### src/flash_cmd_cfg.svh
/*
  Constants of the serial flash command front end: opcodes, status bit
  positions and reset values.
  Assumes it is included by bare name from the command front end module.
*/
`ifndef FLASH_CMD_CFG_SVH
`define FLASH_CMD_CFG_SVH

// Opcodes
`define OP_READ          8'h03
`define OP_FAST_READ     8'h0B
`define OP_SECTOR_ERASE  8'h20
`define OP_BLOCK_ERASE   8'hD8
`define OP_CHIP_ERASE_A  8'h60
`define OP_CHIP_ERASE_B  8'hC7
`define OP_PAGE_WRITE    8'h02
`define OP_STATUS_READ   8'h05
`define OP_STATUS_WRITE  8'h01
`define OP_WRITE_UNLOCK  8'h06
`define OP_WRITE_LOCK    8'h04

// Status bit positions
`define ST_BUSY_BIT      0
`define ST_LATCH_BIT     1
`define ST_LEVEL_LSB     2
`define ST_LEVEL_MSB     4
`define ST_TB_BIT        5
`define ST_LOCK_BIT      7

// Reset values
`define LEVEL_RST        3'h0
`define LOCK_RST         1'h0
`define TB_RST           1'h0
`define LATCH_RST        1'h0
// Synchronisers start at the idle pin levels: deselected, clock low
`define SYNC_RST         5'h13

// Frame layout
`define BITS_PER_CYCLE   3'h7
`define ADDR_BYTES_LAST  2'h2

`endif

### src/flash_cmd_pkg.sv
/*
  Types of the serial flash command front end.
  Assumes flash_cmd_cfg.svh is on the include path.
*/
package flash_cmd_pkg;

  typedef enum logic [2:0] {
    ST_OPCODE = 3'h0,
    ST_ADDR   = 3'h1,
    ST_DUMMY  = 3'h2,
    ST_OUT    = 3'h3,
    ST_WSTAT  = 3'h4,
    ST_PROG   = 3'h5,
    ST_DONE   = 3'h6,
    ST_BAD    = 3'h7
  } frame_state_t;

  typedef enum logic [2:0] {
    K_WRITE_BYTE  = 3'h0,
    K_PROG_GO     = 3'h1,
    K_PROG_DROP   = 3'h2,
    K_ERASE_SECT  = 3'h3,
    K_ERASE_BLOCK = 3'h4,
    K_ERASE_CHIP  = 3'h5
  } cmd_kind_t;

  typedef struct packed {
    cmd_kind_t   kind;
    logic [15:0] addr;
    logic [7:0]  data;
  } cmd_entry_t;

  typedef struct packed {
    logic [1:0]  wrPtr;
    logic [1:0]  rdPtr;
    cmd_entry_t  mem0;
    cmd_entry_t  mem1;
  } buf_state_t;

  typedef struct packed {
    logic [4:0]   s1;
    logic [4:0]   s2;
    logic [4:0]   s3;
    logic         paused;
    frame_state_t st;
    logic [7:0]   op;
    logic [2:0]   bitCnt;
    logic [1:0]   byteCnt;
    logic [6:0]   rx;
    logic [15:0]  addr;
    logic [7:0]   wdata;
    logic         progAny;
    logic         outActive;
    logic         loadPend;
    logic [6:0]   tx;
    logic         soBit;
    logic [2:0]   level;
    logic         tb;
    logic         lock;
    logic         latch;
    logic         pendValid;
    cmd_entry_t   pend;
  } core_state_t;

endpackage

### src/cmd_fifo2.sv
/*
  Two-entry buffer for array commands, valid/ready on both sides.
  Assumes the filler honours inReady and the drainer may stall freely.
*/
module cmd_fifo2 (
  input  wire logic                    mclk,
  input  wire logic                    rst_n,
  input  wire logic                    inValid,
  output logic                         inReady,
  input  wire flash_cmd_pkg::cmd_entry_t inData,
  output logic                         outValid,
  input  wire logic                    outReady,
  output flash_cmd_pkg::cmd_entry_t    outData
);

  flash_cmd_pkg::buf_state_t q;
  flash_cmd_pkg::buf_state_t d;

  // Extra pointer bit tells full from empty
  assign outValid = (q.wrPtr != q.rdPtr);
  assign inReady  = (q.wrPtr != {~q.rdPtr[1], q.rdPtr[0]});
  assign outData  = q.rdPtr[0] ? q.mem1 : q.mem0;

  // Pointer and storage update
  always_comb begin
    d = q;
    if (inValid && inReady) begin
      if (q.wrPtr[0]) begin
        d.mem1 = inData;
      end else begin
        d.mem0 = inData;
      end
      d.wrPtr = q.wrPtr + 2'h1;
    end
    if (outValid && outReady) begin
      d.rdPtr = q.rdPtr + 2'h1;
    end
  end

  always_ff @(posedge mclk or negedge rst_n) begin
    if (!rst_n) begin
      q <= '0;
    end else begin
      q <= d;
    end
  end

endmodule

### src/serial_flash_protect_hold_cmd.sv
/*
  Command front end of a small serial flash: frames serial instructions,
  keeps the protection bits, the write latch and the pause function, and
  hands array work to the user side through a two-entry buffer.
  Assumes all pins are asynchronous to mclk and the serial clock is well
  below mclk / 4; the array answers rdAddr on rdData within four mclk.
*/
`include "flash_cmd_cfg.svh"

module serial_flash_protect_hold_cmd (
  input  wire logic                      mclk,
  input  wire logic                      rst_n,
  input  wire logic                      csN,
  input  wire logic                      sck,
  input  wire logic                      si,
  input  wire logic                      holdN,
  input  wire logic                      wpN,
  output logic                           so,
  output logic                           soOeN,
  input  wire logic                      arrayBusy,
  output logic [15:0]                    rdAddr,
  input  wire logic [7:0]                rdData,
  output logic                           cmdValid,
  input  wire logic                      cmdReady,
  output flash_cmd_pkg::cmd_kind_t       cmdKind,
  output logic [15:0]                    cmdAddr,
  output logic [7:0]                     cmdData,
  output logic                           writeLatch,
  output logic                           paused,
  output logic [7:0]                     statusByte
);

  flash_cmd_pkg::core_state_t q;
  flash_cmd_pkg::core_state_t d;
  flash_cmd_pkg::cmd_entry_t  bufOut;
  logic                       bufInReady;

  // Status byte in its documented layout
  function automatic logic [7:0] pack_status(
    input logic       lockB,
    input logic       tbB,
    input logic [2:0] levelB,
    input logic       latchB,
    input logic       busyB
  );
    pack_status = {lockB, 1'b0, tbB, levelB, latchB, busyB};
  endfunction

  // Any of the two low level bits protects the single 64 KB block
  function automatic logic array_protected(input logic [2:0] levelB);
    array_protected = levelB[0] | levelB[1];
  endfunction

  // Lock-down holds only with the pin low and the lock bit set
  function automatic logic status_writable(
    input logic wpB,
    input logic lockB
  );
    status_writable = wpB | ~lockB;
  endfunction

  // Pin view after the two synchroniser stages
  logic csS;
  logic sckS;
  logic siS;
  logic holdS;
  logic wpS;
  logic csRise;
  logic sckRise;
  logic sckFall;
  logic [7:0] rxByte;
  logic [7:0] txByte;

  assign csS     = q.s2[4];
  assign sckS    = q.s2[3];
  assign siS     = q.s2[2];
  assign holdS   = q.s2[1];
  assign wpS     = q.s2[0];
  assign csRise  = csS & ~q.s3[4];
  assign sckRise = sckS & ~q.s3[3];
  assign sckFall = ~sckS & q.s3[3];
  assign rxByte  = {q.rx, siS};   // MSB first
  assign txByte  = (q.op == `OP_STATUS_READ) ?
                   pack_status(q.lock, q.tb, q.level, q.latch, arrayBusy) :
                   rdData;

  // Next state of the whole front end
  always_comb begin
    d = q;
    d.s1 = {csN, sck, si, holdN, wpN};
    d.s2 = q.s1;
    d.s3 = q.s2;
    if (q.pendValid && bufInReady) begin
      d.pendValid = 1'b0;
    end

    // Pause entry and exit wait for the clock's low phase
    if (!q.paused && !holdS && !sckS && !csS) begin
      d.paused = 1'b1;
    end else if (q.paused && holdS && !sckS) begin
      d.paused = 1'b0;
    end

    if (csRise) begin
      // Commit only whole frames, never from pause
      if (!q.paused && q.bitCnt == 3'h0 && q.st == flash_cmd_pkg::ST_DONE)
      begin
        unique case (q.op)
          `OP_WRITE_UNLOCK: d.latch = 1'b1;
          `OP_WRITE_LOCK:   d.latch = 1'b0;
          `OP_STATUS_WRITE: begin
            if (q.latch) begin
              if (status_writable(wpS, q.lock)) begin
                d.level = q.wdata[`ST_LEVEL_MSB:`ST_LEVEL_LSB];
                d.tb    = q.wdata[`ST_TB_BIT];
                d.lock  = q.wdata[`ST_LOCK_BIT];
              end
              d.latch = 1'b0;
            end
          end
          `OP_CHIP_ERASE_A, `OP_CHIP_ERASE_B: begin
            if (q.latch && q.level == 3'h0) begin
              d.pendValid = 1'b1;
              d.pend      = '{flash_cmd_pkg::K_ERASE_CHIP, 16'h0000, 8'h00};
              d.latch     = 1'b0;
            end
          end
          `OP_SECTOR_ERASE, `OP_BLOCK_ERASE: begin
            if (q.latch && !array_protected(q.level)) begin
              d.pendValid = 1'b1;
              d.pend.kind = (q.op == `OP_SECTOR_ERASE) ?
                            flash_cmd_pkg::K_ERASE_SECT :
                            flash_cmd_pkg::K_ERASE_BLOCK;
              d.pend.addr = q.addr;
              d.pend.data = 8'h00;
              d.latch     = 1'b0;
            end
          end
          default: ;
        endcase
      end
      // Page write that queued a byte ends with a commit or, cut mid byte or ended in pause, a drop
      if (q.st == flash_cmd_pkg::ST_PROG && q.progAny) begin
        d.pendValid = 1'b1;
        d.pend.kind = (!q.paused && q.bitCnt == 3'h0) ?
                      flash_cmd_pkg::K_PROG_GO :
                      flash_cmd_pkg::K_PROG_DROP;
        d.pend.addr = q.addr;
        d.pend.data = 8'h00;
        if (!q.paused && q.bitCnt == 3'h0) begin
          d.latch = 1'b0;
        end
      end
      // Back to standby; pause itself follows the pause pin
      d.st        = flash_cmd_pkg::ST_OPCODE;
      d.bitCnt    = 3'h0;
      d.byteCnt   = 2'h0;
      d.progAny   = 1'b0;
      d.outActive = 1'b0;
      d.loadPend  = 1'b0;
    end else if (!csS && !q.paused) begin
      // Clock edges count only outside pause
      if (sckRise) begin
        d.rx     = rxByte[6:0];
        d.bitCnt = q.bitCnt + 3'h1;
        if (q.bitCnt == `BITS_PER_CYCLE) begin
          unique case (q.st)
            flash_cmd_pkg::ST_OPCODE: begin
              d.op      = rxByte;
              d.byteCnt = 2'h0;
              d.st      = flash_cmd_pkg::ST_BAD;
              if (!arrayBusy || rxByte == `OP_STATUS_READ) begin
                unique case (rxByte)
                  `OP_READ, `OP_FAST_READ, `OP_SECTOR_ERASE,
                  `OP_BLOCK_ERASE, `OP_PAGE_WRITE:
                    d.st = flash_cmd_pkg::ST_ADDR;
                  `OP_STATUS_READ: begin
                    d.st        = flash_cmd_pkg::ST_OUT;
                    d.outActive = 1'b1;
                    d.loadPend  = 1'b1;
                  end
                  `OP_STATUS_WRITE:
                    d.st = flash_cmd_pkg::ST_WSTAT;
                  `OP_WRITE_UNLOCK, `OP_WRITE_LOCK,
                  `OP_CHIP_ERASE_A, `OP_CHIP_ERASE_B:
                    d.st = flash_cmd_pkg::ST_DONE;
                  default: ;
                endcase
              end
            end
            flash_cmd_pkg::ST_ADDR: begin
              // Only the low sixteen address bits are kept
              d.addr    = {q.addr[7:0], rxByte};
              d.byteCnt = q.byteCnt + 2'h1;
              if (q.byteCnt == `ADDR_BYTES_LAST) begin
                unique case (q.op)
                  `OP_READ: begin
                    d.st        = flash_cmd_pkg::ST_OUT;
                    d.outActive = 1'b1;
                    d.loadPend  = 1'b1;
                  end
                  `OP_FAST_READ:  d.st = flash_cmd_pkg::ST_DUMMY;
                  `OP_PAGE_WRITE: d.st = flash_cmd_pkg::ST_PROG;
                  default:        d.st = flash_cmd_pkg::ST_DONE;
                endcase
              end
            end
            flash_cmd_pkg::ST_DUMMY: begin
              d.st        = flash_cmd_pkg::ST_OUT;
              d.outActive = 1'b1;
              d.loadPend  = 1'b1;
            end
            flash_cmd_pkg::ST_OUT: begin
              // Reads run on and wrap; status read repeats
              d.loadPend = 1'b1;
              if (q.op != `OP_STATUS_READ) begin
                d.addr = q.addr + 16'h0001;
              end
            end
            flash_cmd_pkg::ST_WSTAT: begin
              d.wdata = rxByte;
              d.st    = flash_cmd_pkg::ST_DONE;
            end
            flash_cmd_pkg::ST_PROG: begin
              // Bytes wrap inside the page; refused when protected
              if (q.latch && !array_protected(q.level)) begin
                d.pendValid = 1'b1;
                d.pend      = '{flash_cmd_pkg::K_WRITE_BYTE, q.addr, rxByte};
                d.progAny   = 1'b1;
              end
              d.addr[7:0] = q.addr[7:0] + 8'h01;
            end
            flash_cmd_pkg::ST_DONE: d.st = flash_cmd_pkg::ST_BAD;
            flash_cmd_pkg::ST_BAD:  ;
          endcase
        end
      end
      // Output bits change on falling edges, first bit at the load
      if (sckFall && q.outActive) begin
        if (q.loadPend) begin
          d.soBit    = txByte[7];
          d.tx       = txByte[6:0];
          d.loadPend = 1'b0;
        end else begin
          d.soBit = q.tx[6];
          d.tx    = {q.tx[5:0], 1'b0};
        end
      end
    end
  end

  // One register for all state but the buffer's; reset is power-up
  always_ff @(posedge mclk or negedge rst_n) begin
    if (!rst_n) begin
      q       <= '0;
      q.s1    <= `SYNC_RST;   // Idle levels, so no false clock edge
      q.s2    <= `SYNC_RST;
      q.s3    <= `SYNC_RST;
      q.level <= `LEVEL_RST;
      q.lock  <= `LOCK_RST;
      q.tb    <= `TB_RST;
      q.latch <= `LATCH_RST;
    end else begin
      q <= d;
    end
  end

  // Buffer absorbs user-side stalls; the pending slot waits on it
  cmd_fifo2 u_fifo (
    .mclk     (mclk),
    .rst_n    (rst_n),
    .inValid  (q.pendValid),
    .inReady  (bufInReady),
    .inData   (q.pend),
    .outValid (cmdValid),
    .outReady (cmdReady),
    .outData  (bufOut)
  );

  // Output released in pause or outside a data phase
  assign so         = q.soBit;
  assign soOeN      = ~(q.outActive & ~q.paused & ~csS);
  assign rdAddr     = q.addr;
  assign cmdKind    = bufOut.kind;
  assign cmdAddr    = bufOut.addr;
  assign cmdData    = bufOut.data;
  assign writeLatch = q.latch;
  assign paused     = q.paused;
  assign statusByte = pack_status(q.lock, q.tb, q.level, q.latch, arrayBusy);

endmodule

### config.mk
export PLATFORM = sky130hd
export DESIGN_NAME = serial_flash_protect_hold_cmd
export DESIGN_NICKNAME = d
export VERILOG_FILES = /design/src/flash_cmd_pkg.sv /design/src/cmd_fifo2.sv /design/src/serial_flash_protect_hold_cmd.sv
export VERILOG_INCLUDE_DIRS = /design/src /design/src/src
export SDC_FILE = /design/constraint.sdc
export NUM_CORES = 1
export LEC_CHECK = 0
export BUFFER_PORTS_ARGS = -buffer_cell sky130_fd_sc_hd__buf_2
export CAP_MARGIN = 20
export CORE_UTILIZATION = 40
export DETAILED_ROUTE_END_ITERATION = 8
export GPL_TIMING_DRIVEN = 0
export PLACE_DENSITY = 0.69
export SYNTH_ARGS = -nofsm -noshare
export SYNTH_HDL_FRONTEND = slang
export SYNTH_SLANG_ARGS = --single-unit
### constraint.sdc
create_clock -name mclk -period 2.8 [get_ports mclk]
set_input_delay 0.14 -clock mclk [delete_from_list [all_inputs] [get_ports mclk]]
set_output_delay 0.14 -clock mclk [all_outputs]
set_load 0.01 [all_outputs]
# After elaboration in Yosys (flattened, before gate mapping)
# Cells that the tools add are included.
dict set report word_totals {
  reg_bits 166
  inputBits 17
  output_inout_bits 56
  word_cells 203
}
dict set report classes {
  add_sub_neg 6
  eq_ne 42
  mux 50
  bitwise_logic 17
  n_reduce_logical 55
}
# operator n
set ops {}
lappend ops {{two-way mux 28 bit} 6}
lappend ops {{two-way mux 29 bit} 4}
lappend ops {{two-way mux 58 bit} 1}
lappend ops {{case mux 28 bit (2 select lines)} 1}
lappend ops {{two-way mux 27 bit} 2}
lappend ops {{two-way mux 50 bit} 1}
lappend ops {{equality test 8 x 3 -> 1 bit (second input constant)} 6}
lappend ops {{equality test 8 x 2 -> 1 bit (second input constant)} 4}
lappend ops {{equality test 8 bit (second input constant)} 4}
lappend ops {{two-way mux 8 bit} 4}
lappend ops {{AND reduction 5 bit} 5}
lappend ops {{case mux 8 bit (3 select lines)} 1}
lappend ops {{adder 16 x 1 -> 16 bit (second input constant)} 1}
lappend ops {{equality test 8 x 1 -> 1 bit (second input constant)} 2}
lappend ops {{equality test 8 x 4 -> 1 bit (second input constant)} 2}
lappend ops {{equality test 8 x 6 -> 1 bit (second input constant)} 2}
lappend ops {{equality test 8 x 7 -> 1 bit (second input constant)} 2}
lappend ops {{two-way mux 16 bit} 1}
lappend ops {{case mux 8 bit (2 select lines)} 1}
lappend ops {{two-way mux 3 bit} 5}
lappend ops {{case mux 3 bit (5 select lines)} 1}
lappend ops {{logical AND 1 bit} 14}
lappend ops {{nonzero test 2 bit} 7}
lappend ops {{equality test 3 bit (second input constant)} 4}
lappend ops {{42 further kinds} 89}

# Longest topological paths before layout
dict set report logic_depth {
  depth_word 11
  ltp_mapped 10
  depth_no_buf 8
}

# Cells and area by module
# From an unflattened synthesis, not the netlist that was laid out.
dict set report unflattened {
  cells_unflattened 707
  hier_area_um2 7986.4
}
# module n_inst cells_each area_each_um2 seq_area_each_um2
set modules_own_cells {}
lappend modules_own_cells {serial_flash_protect_hold_cmd 1 537 5305.1 2561.2}
lappend modules_own_cells {cmd_fifo2 1 170 2681.3 1451.4}

# Least setup slack after synthesis
# Ideal clock, no wire load.
dict set report synth_path {
  kind {reg2reg}
  startpoint {register q[78] in the netlist's numbering}
  endpoint {register q[16] in the netlist's numbering}
  setup_time_ns 0.121
  arrival_ns 2.397
  required_time_ns 2.679
  slack_ns 0.282
  path_stages_with_launch 11
  path_buffers 2
  synth_period_minus_slack_ns 2.518
  path_cell_list {dfrtp_1 > ha_1 > ha_1 > nand4bb_1 > or3_1 > nor3_1 > clkbuf_1 > o21a_1 > a2bb2oi_1 > buf_2 > a22o_2}
}
dict set report synth_via {
  elab_chain_len 5
  word_cells_on_any_way 7
  cone_classes {eq/ne: 2; reduce/logical: 5}
}
# element line_no
set synth_lines {}
lappend synth_lines {{from (decl)} serial_flash_protect_hold_cmd.sv:33} ;# flash_cmd_pkg::core_state_t q;
lappend synth_lines {{zero test 3 bit} serial_flash_protect_hold_cmd.sv:106} ;# if (!q.paused && q.bitCnt == 3'h0 && q.st == flash_cmd_pkg::ST_DONE)
lappend synth_lines {{logical AND 1 bit (2 in series)} serial_flash_protect_hold_cmd.sv:106}
lappend synth_lines {{!= test 3 x 1 -> 1 bit (no source line)} --}
lappend synth_lines {{AND reduction 9 bit (no source line) *} --}
# Every way passes the cells marked *; elsewhere a longest branch is shown, timed or not.
# A chain may end at the register's enable or synchronous reset.

# Worst setup path in the final report
dict set report layout_path {
  startpoint {register q[78] in the netlist's numbering}
  endpoint {register q[20] in the netlist's numbering}
}
# The elaborated chain is that of the path after synthesis.

==> flow_summary.json <==
{
  "synthDistinctLibCells": 61,
  "fmax_mhz": 379,
  "area_delta_synth_final_pct": 18.6,
  "io_buffers": 71,
  "vias": 5575,
  "cp-end-kind": "flop",
  "peakVddDrop_mv": 0.437,
  "slowest_stage": "or3_4",
  "finalWirelength_mm": 17.5,
  "synth-main-ff-cell": "dfrtp_1",
  "slowest_delay_ps": 380,
  "core_area_um2": 18700,
  "n_antenna_cell": 0,
  "fin_ws_ps": 159,
  "cts_sinks": 160,
  "dp_hpwl_mm": 11.8,
  "fin_crit_sh": 0.943,
  "die_h_um": 140,
  "fin_nets": 807,
  "dieWidth_um": 140,
  "grtUsageTotal": 0.186,
  "skew_ps": 9.78,
  "antenna_left": 0,
  "synth_adder_area_share": 0.00820,
  "period_needed_ps": 2640,
  "grt_pass1_vias": 5436,
  "synth_most_common_cell": "dfrtp_1",
  "cp_max_fo": 10,
  "yosysSeqAreaShare": 0.526,
  "p_leak_nw": 4.36,
  "path_delay_family": "simple AND/OR/NAND/NOR gates",
  "ys_seq_elements": 160,
  "cp.required_ps": 3110,
  "drtIter0Drc": 336,
  "synth-edff-count": 0,
  "syn_area_um2": 7620,
  "ff2ff_setup_slack_ps": 160,
  "wl_per_cell_um": 16.9,
  "synth-xor-area-share": 0.00919,
  "finalCoreUtilization": 0.483,
  "die_area_um2": 19600,
  "dp_slack_ps": -465,
  "grt_first_pass_wirelength_mm": 28.5,
  "synth_top_area_share": 0.502,
  "async_reset_ff_frac": 1.00,
  "setup_viol": 0,
  "synthCells": 683,
  "cp_data_arrival_time_ps": 2950,
  "drc": 0,
  "synth.avg_cell_area_um2": 11.2,
  "numCtsBuffers": 17,
  "crit_type": "flop to flop",
  "synth_top_family_by_area": "multiplexers",
  "clkTransAtPathRegs_ps": 60,
  "startpoint_type": "flop",
  "worst-slew-pin-transition_ps": 938,
  "htreeDepth": 4,
  "synth_top_area_cell": "dfrtp_1",
  "synth_compound_area_frac": 0.127,
  "placementRows": 50,
  "initial_core_util": 0.408,
  "syn_nets": 705,
  "worstPathCellList": "ha_1, ha_1, nand4bb_1, or3_4, nor3_2, buf_4, o21a_1, a2bb2oi_4, buf_4, a22o_2",
  "min-delay-path-class": "input port to flop",
  "rsz0062_at_grt": "no",
  "power_density_nw_per_um2": 624,
  "yosysWarnings": 0,
  "antenna_found_initial": 0,
  "crit_buf_inv": 2,
  "muxShareOfSynthArea": 0.156,
  "total_power_mw": 5.64,
  "fillers": 1690,
  "synth_top_cells_by_area": "dfrtp_1 50%, mux2_2 15%, nand2_1 3.4%",
  "drv_slew": 0,
  "vias_per_cell": 5.41,
  "layout-drive-gt1-share": 0.338,
  "cts_tree": "done",
  "firstDrtPassIters": 5,
  "hold_viol": 0,
  "yosys-top-cells-count": "153 x dfrtp_1, 104 x mux2_2, 69 x nand2_1",
  "insertion_delay_ps": 430,
  "grt_start_max_net_pins": 88,
  "slew_headroom": 0.375,
  "place_congestion": 0.844,
  "synth_simple_gate_area_frac": 0.120,
  "clock-root-buffer": "clkbuf_16",
  "max-clock-path-buffers": 2,
  "status": "completed",
  "gr-total-overflow": 0,
  "cap_violations": 0,
  "io_pins": 73
}
[per-layer routing]
metal	part of all wire	track usage
met1	0.47	0.254
met2	0.47	0.297
met4	0.012	0.0613
met5	0	0
met3	0.046	0.0359
[state kept, by name, summed over array words and instances, names as in the netlist]
signal and cells:
q 68, u_fifo.q 58, rdAddr 16, d 9
statusByte 5, csS 1, paused 1, so 1
writeLatch 1
[worst register-to-register path, cell delays in order (launching register included)]
cell,delay (ps)
dfrtp_1,370
ha_1,160
ha_1,250
nand4bb_1,150
or3_4,380
nor3_2,210
buf_4,210
o21a_1,180
a2bb2oi_4,130
buf_4,220
a22o_2,270
[stage by stage]
step	instances	cell area [µm²]	TNS (ps)	hold slack, ps
2_1_floorplan	683	7620	0	-156
3_3_place_gp	988	8270	-137150	246
3_5_place_dp	990	8320	-8770	160
4_1_cts	1029	8990	0	45.6
5_1_grt	1031	9040	0	69.3
6_report	1031	9040	0	59.0
[what timing repair did]
action / CTS / global route
resized for setup: 5 / 13
hold buffers: 7 / 0
endpoints found under the hold margin: 72 / 0
setup endpoints to repair: 36 / 31
buffers inserted: 1 / 2
pin swaps: 1 / 0
[placed cells by master, fill, tap and decap left out, types with 3 or more instances in the layout]
cell type | synthesis | routed
a21oi_1 | 30 | 30
a22o_1 | 16 | 16
a22o_2 | 10 | 10
a31oi_1 | 6 | 6
and3_1 | 6 | 6
buf_2 | 1 | 72
buf_4 | 25 | 30
clkbuf_1 | 36 | 35
clkbuf_16 | 0 | 17
clkinv_4 | 0 | 3
dfrtp_1 | 153 | 153
dfstp_2 | 7 | 7
dlygate4sd3_1 | 0 | 7
ha_1 | 5 | 5
inv_1 | 12 | 12
mux2_2 | 104 | 104
nand2_1 | 69 | 69
nand2b_1 | 8 | 8
nand3_1 | 24 | 24
nand4_1 | 7 | 7
nor2_1 | 30 | 30
nor2b_1 | 9 | 9
nor3_1 | 6 | 4
nor4b_1 | 3 | 3
o21ai_0 | 41 | 41
o21bai_1 | 3 | 3
o22ai_1 | 9 | 9
o31ai_1 | 3 | 3
o41ai_1 | 3 | 3
or4_1 | 3 | 3
xnor2_1 | 5 | 5
xor2_1 | 3 | 3
[final timing paths]
kind,depth (start not counted),from,end
max,10,q[78],q[20]
min,3,rdData[6],q[41]
max reg2reg,10,q[78],q[20]
min reg2reg,0,d[100],d[95]
max in group asynchronous,3,rst_n,rdAddr[14]
min in group asynchronous,2,rst_n,statusByte[7]
[report_power, final]
group | switching [mW] | total [mW] | internal (mW) | leakage, nW
sequential | 0.0669 | 2.46 | 2.40 | 2.14
combinational | 0.549 | 0.886 | 0.338 | 1.95
clock | 0.941 | 2.29 | 1.35 | 0.276
total | 1.56 | 5.64 | 4.08 | 4.36
[logic make-up after synthesis]
group / Yosys count
buf+inv: 77
flops: 160
compound gates: 144
simple gates: 182
fa+ha+maj: 5
other cells: 1
xor+xnor: 8
mux: 106
[area by class of cell]
cell class,count,area (µm²),share of cell area
Timing Repair Buffer,83,490,0.0542
Inverter,12,45.0,0.00498
Clock buffer,21,450,0.0498
Sequential cell,160,4010,0.444
Clock inverter,10,130,0.0144
Multi-Input combinational cell,446,3260,0.360
Tap cell,234,293,0.0324
Buffer,65,364,0.0403
No activity file was read; power rests on OpenSTA's default activity.
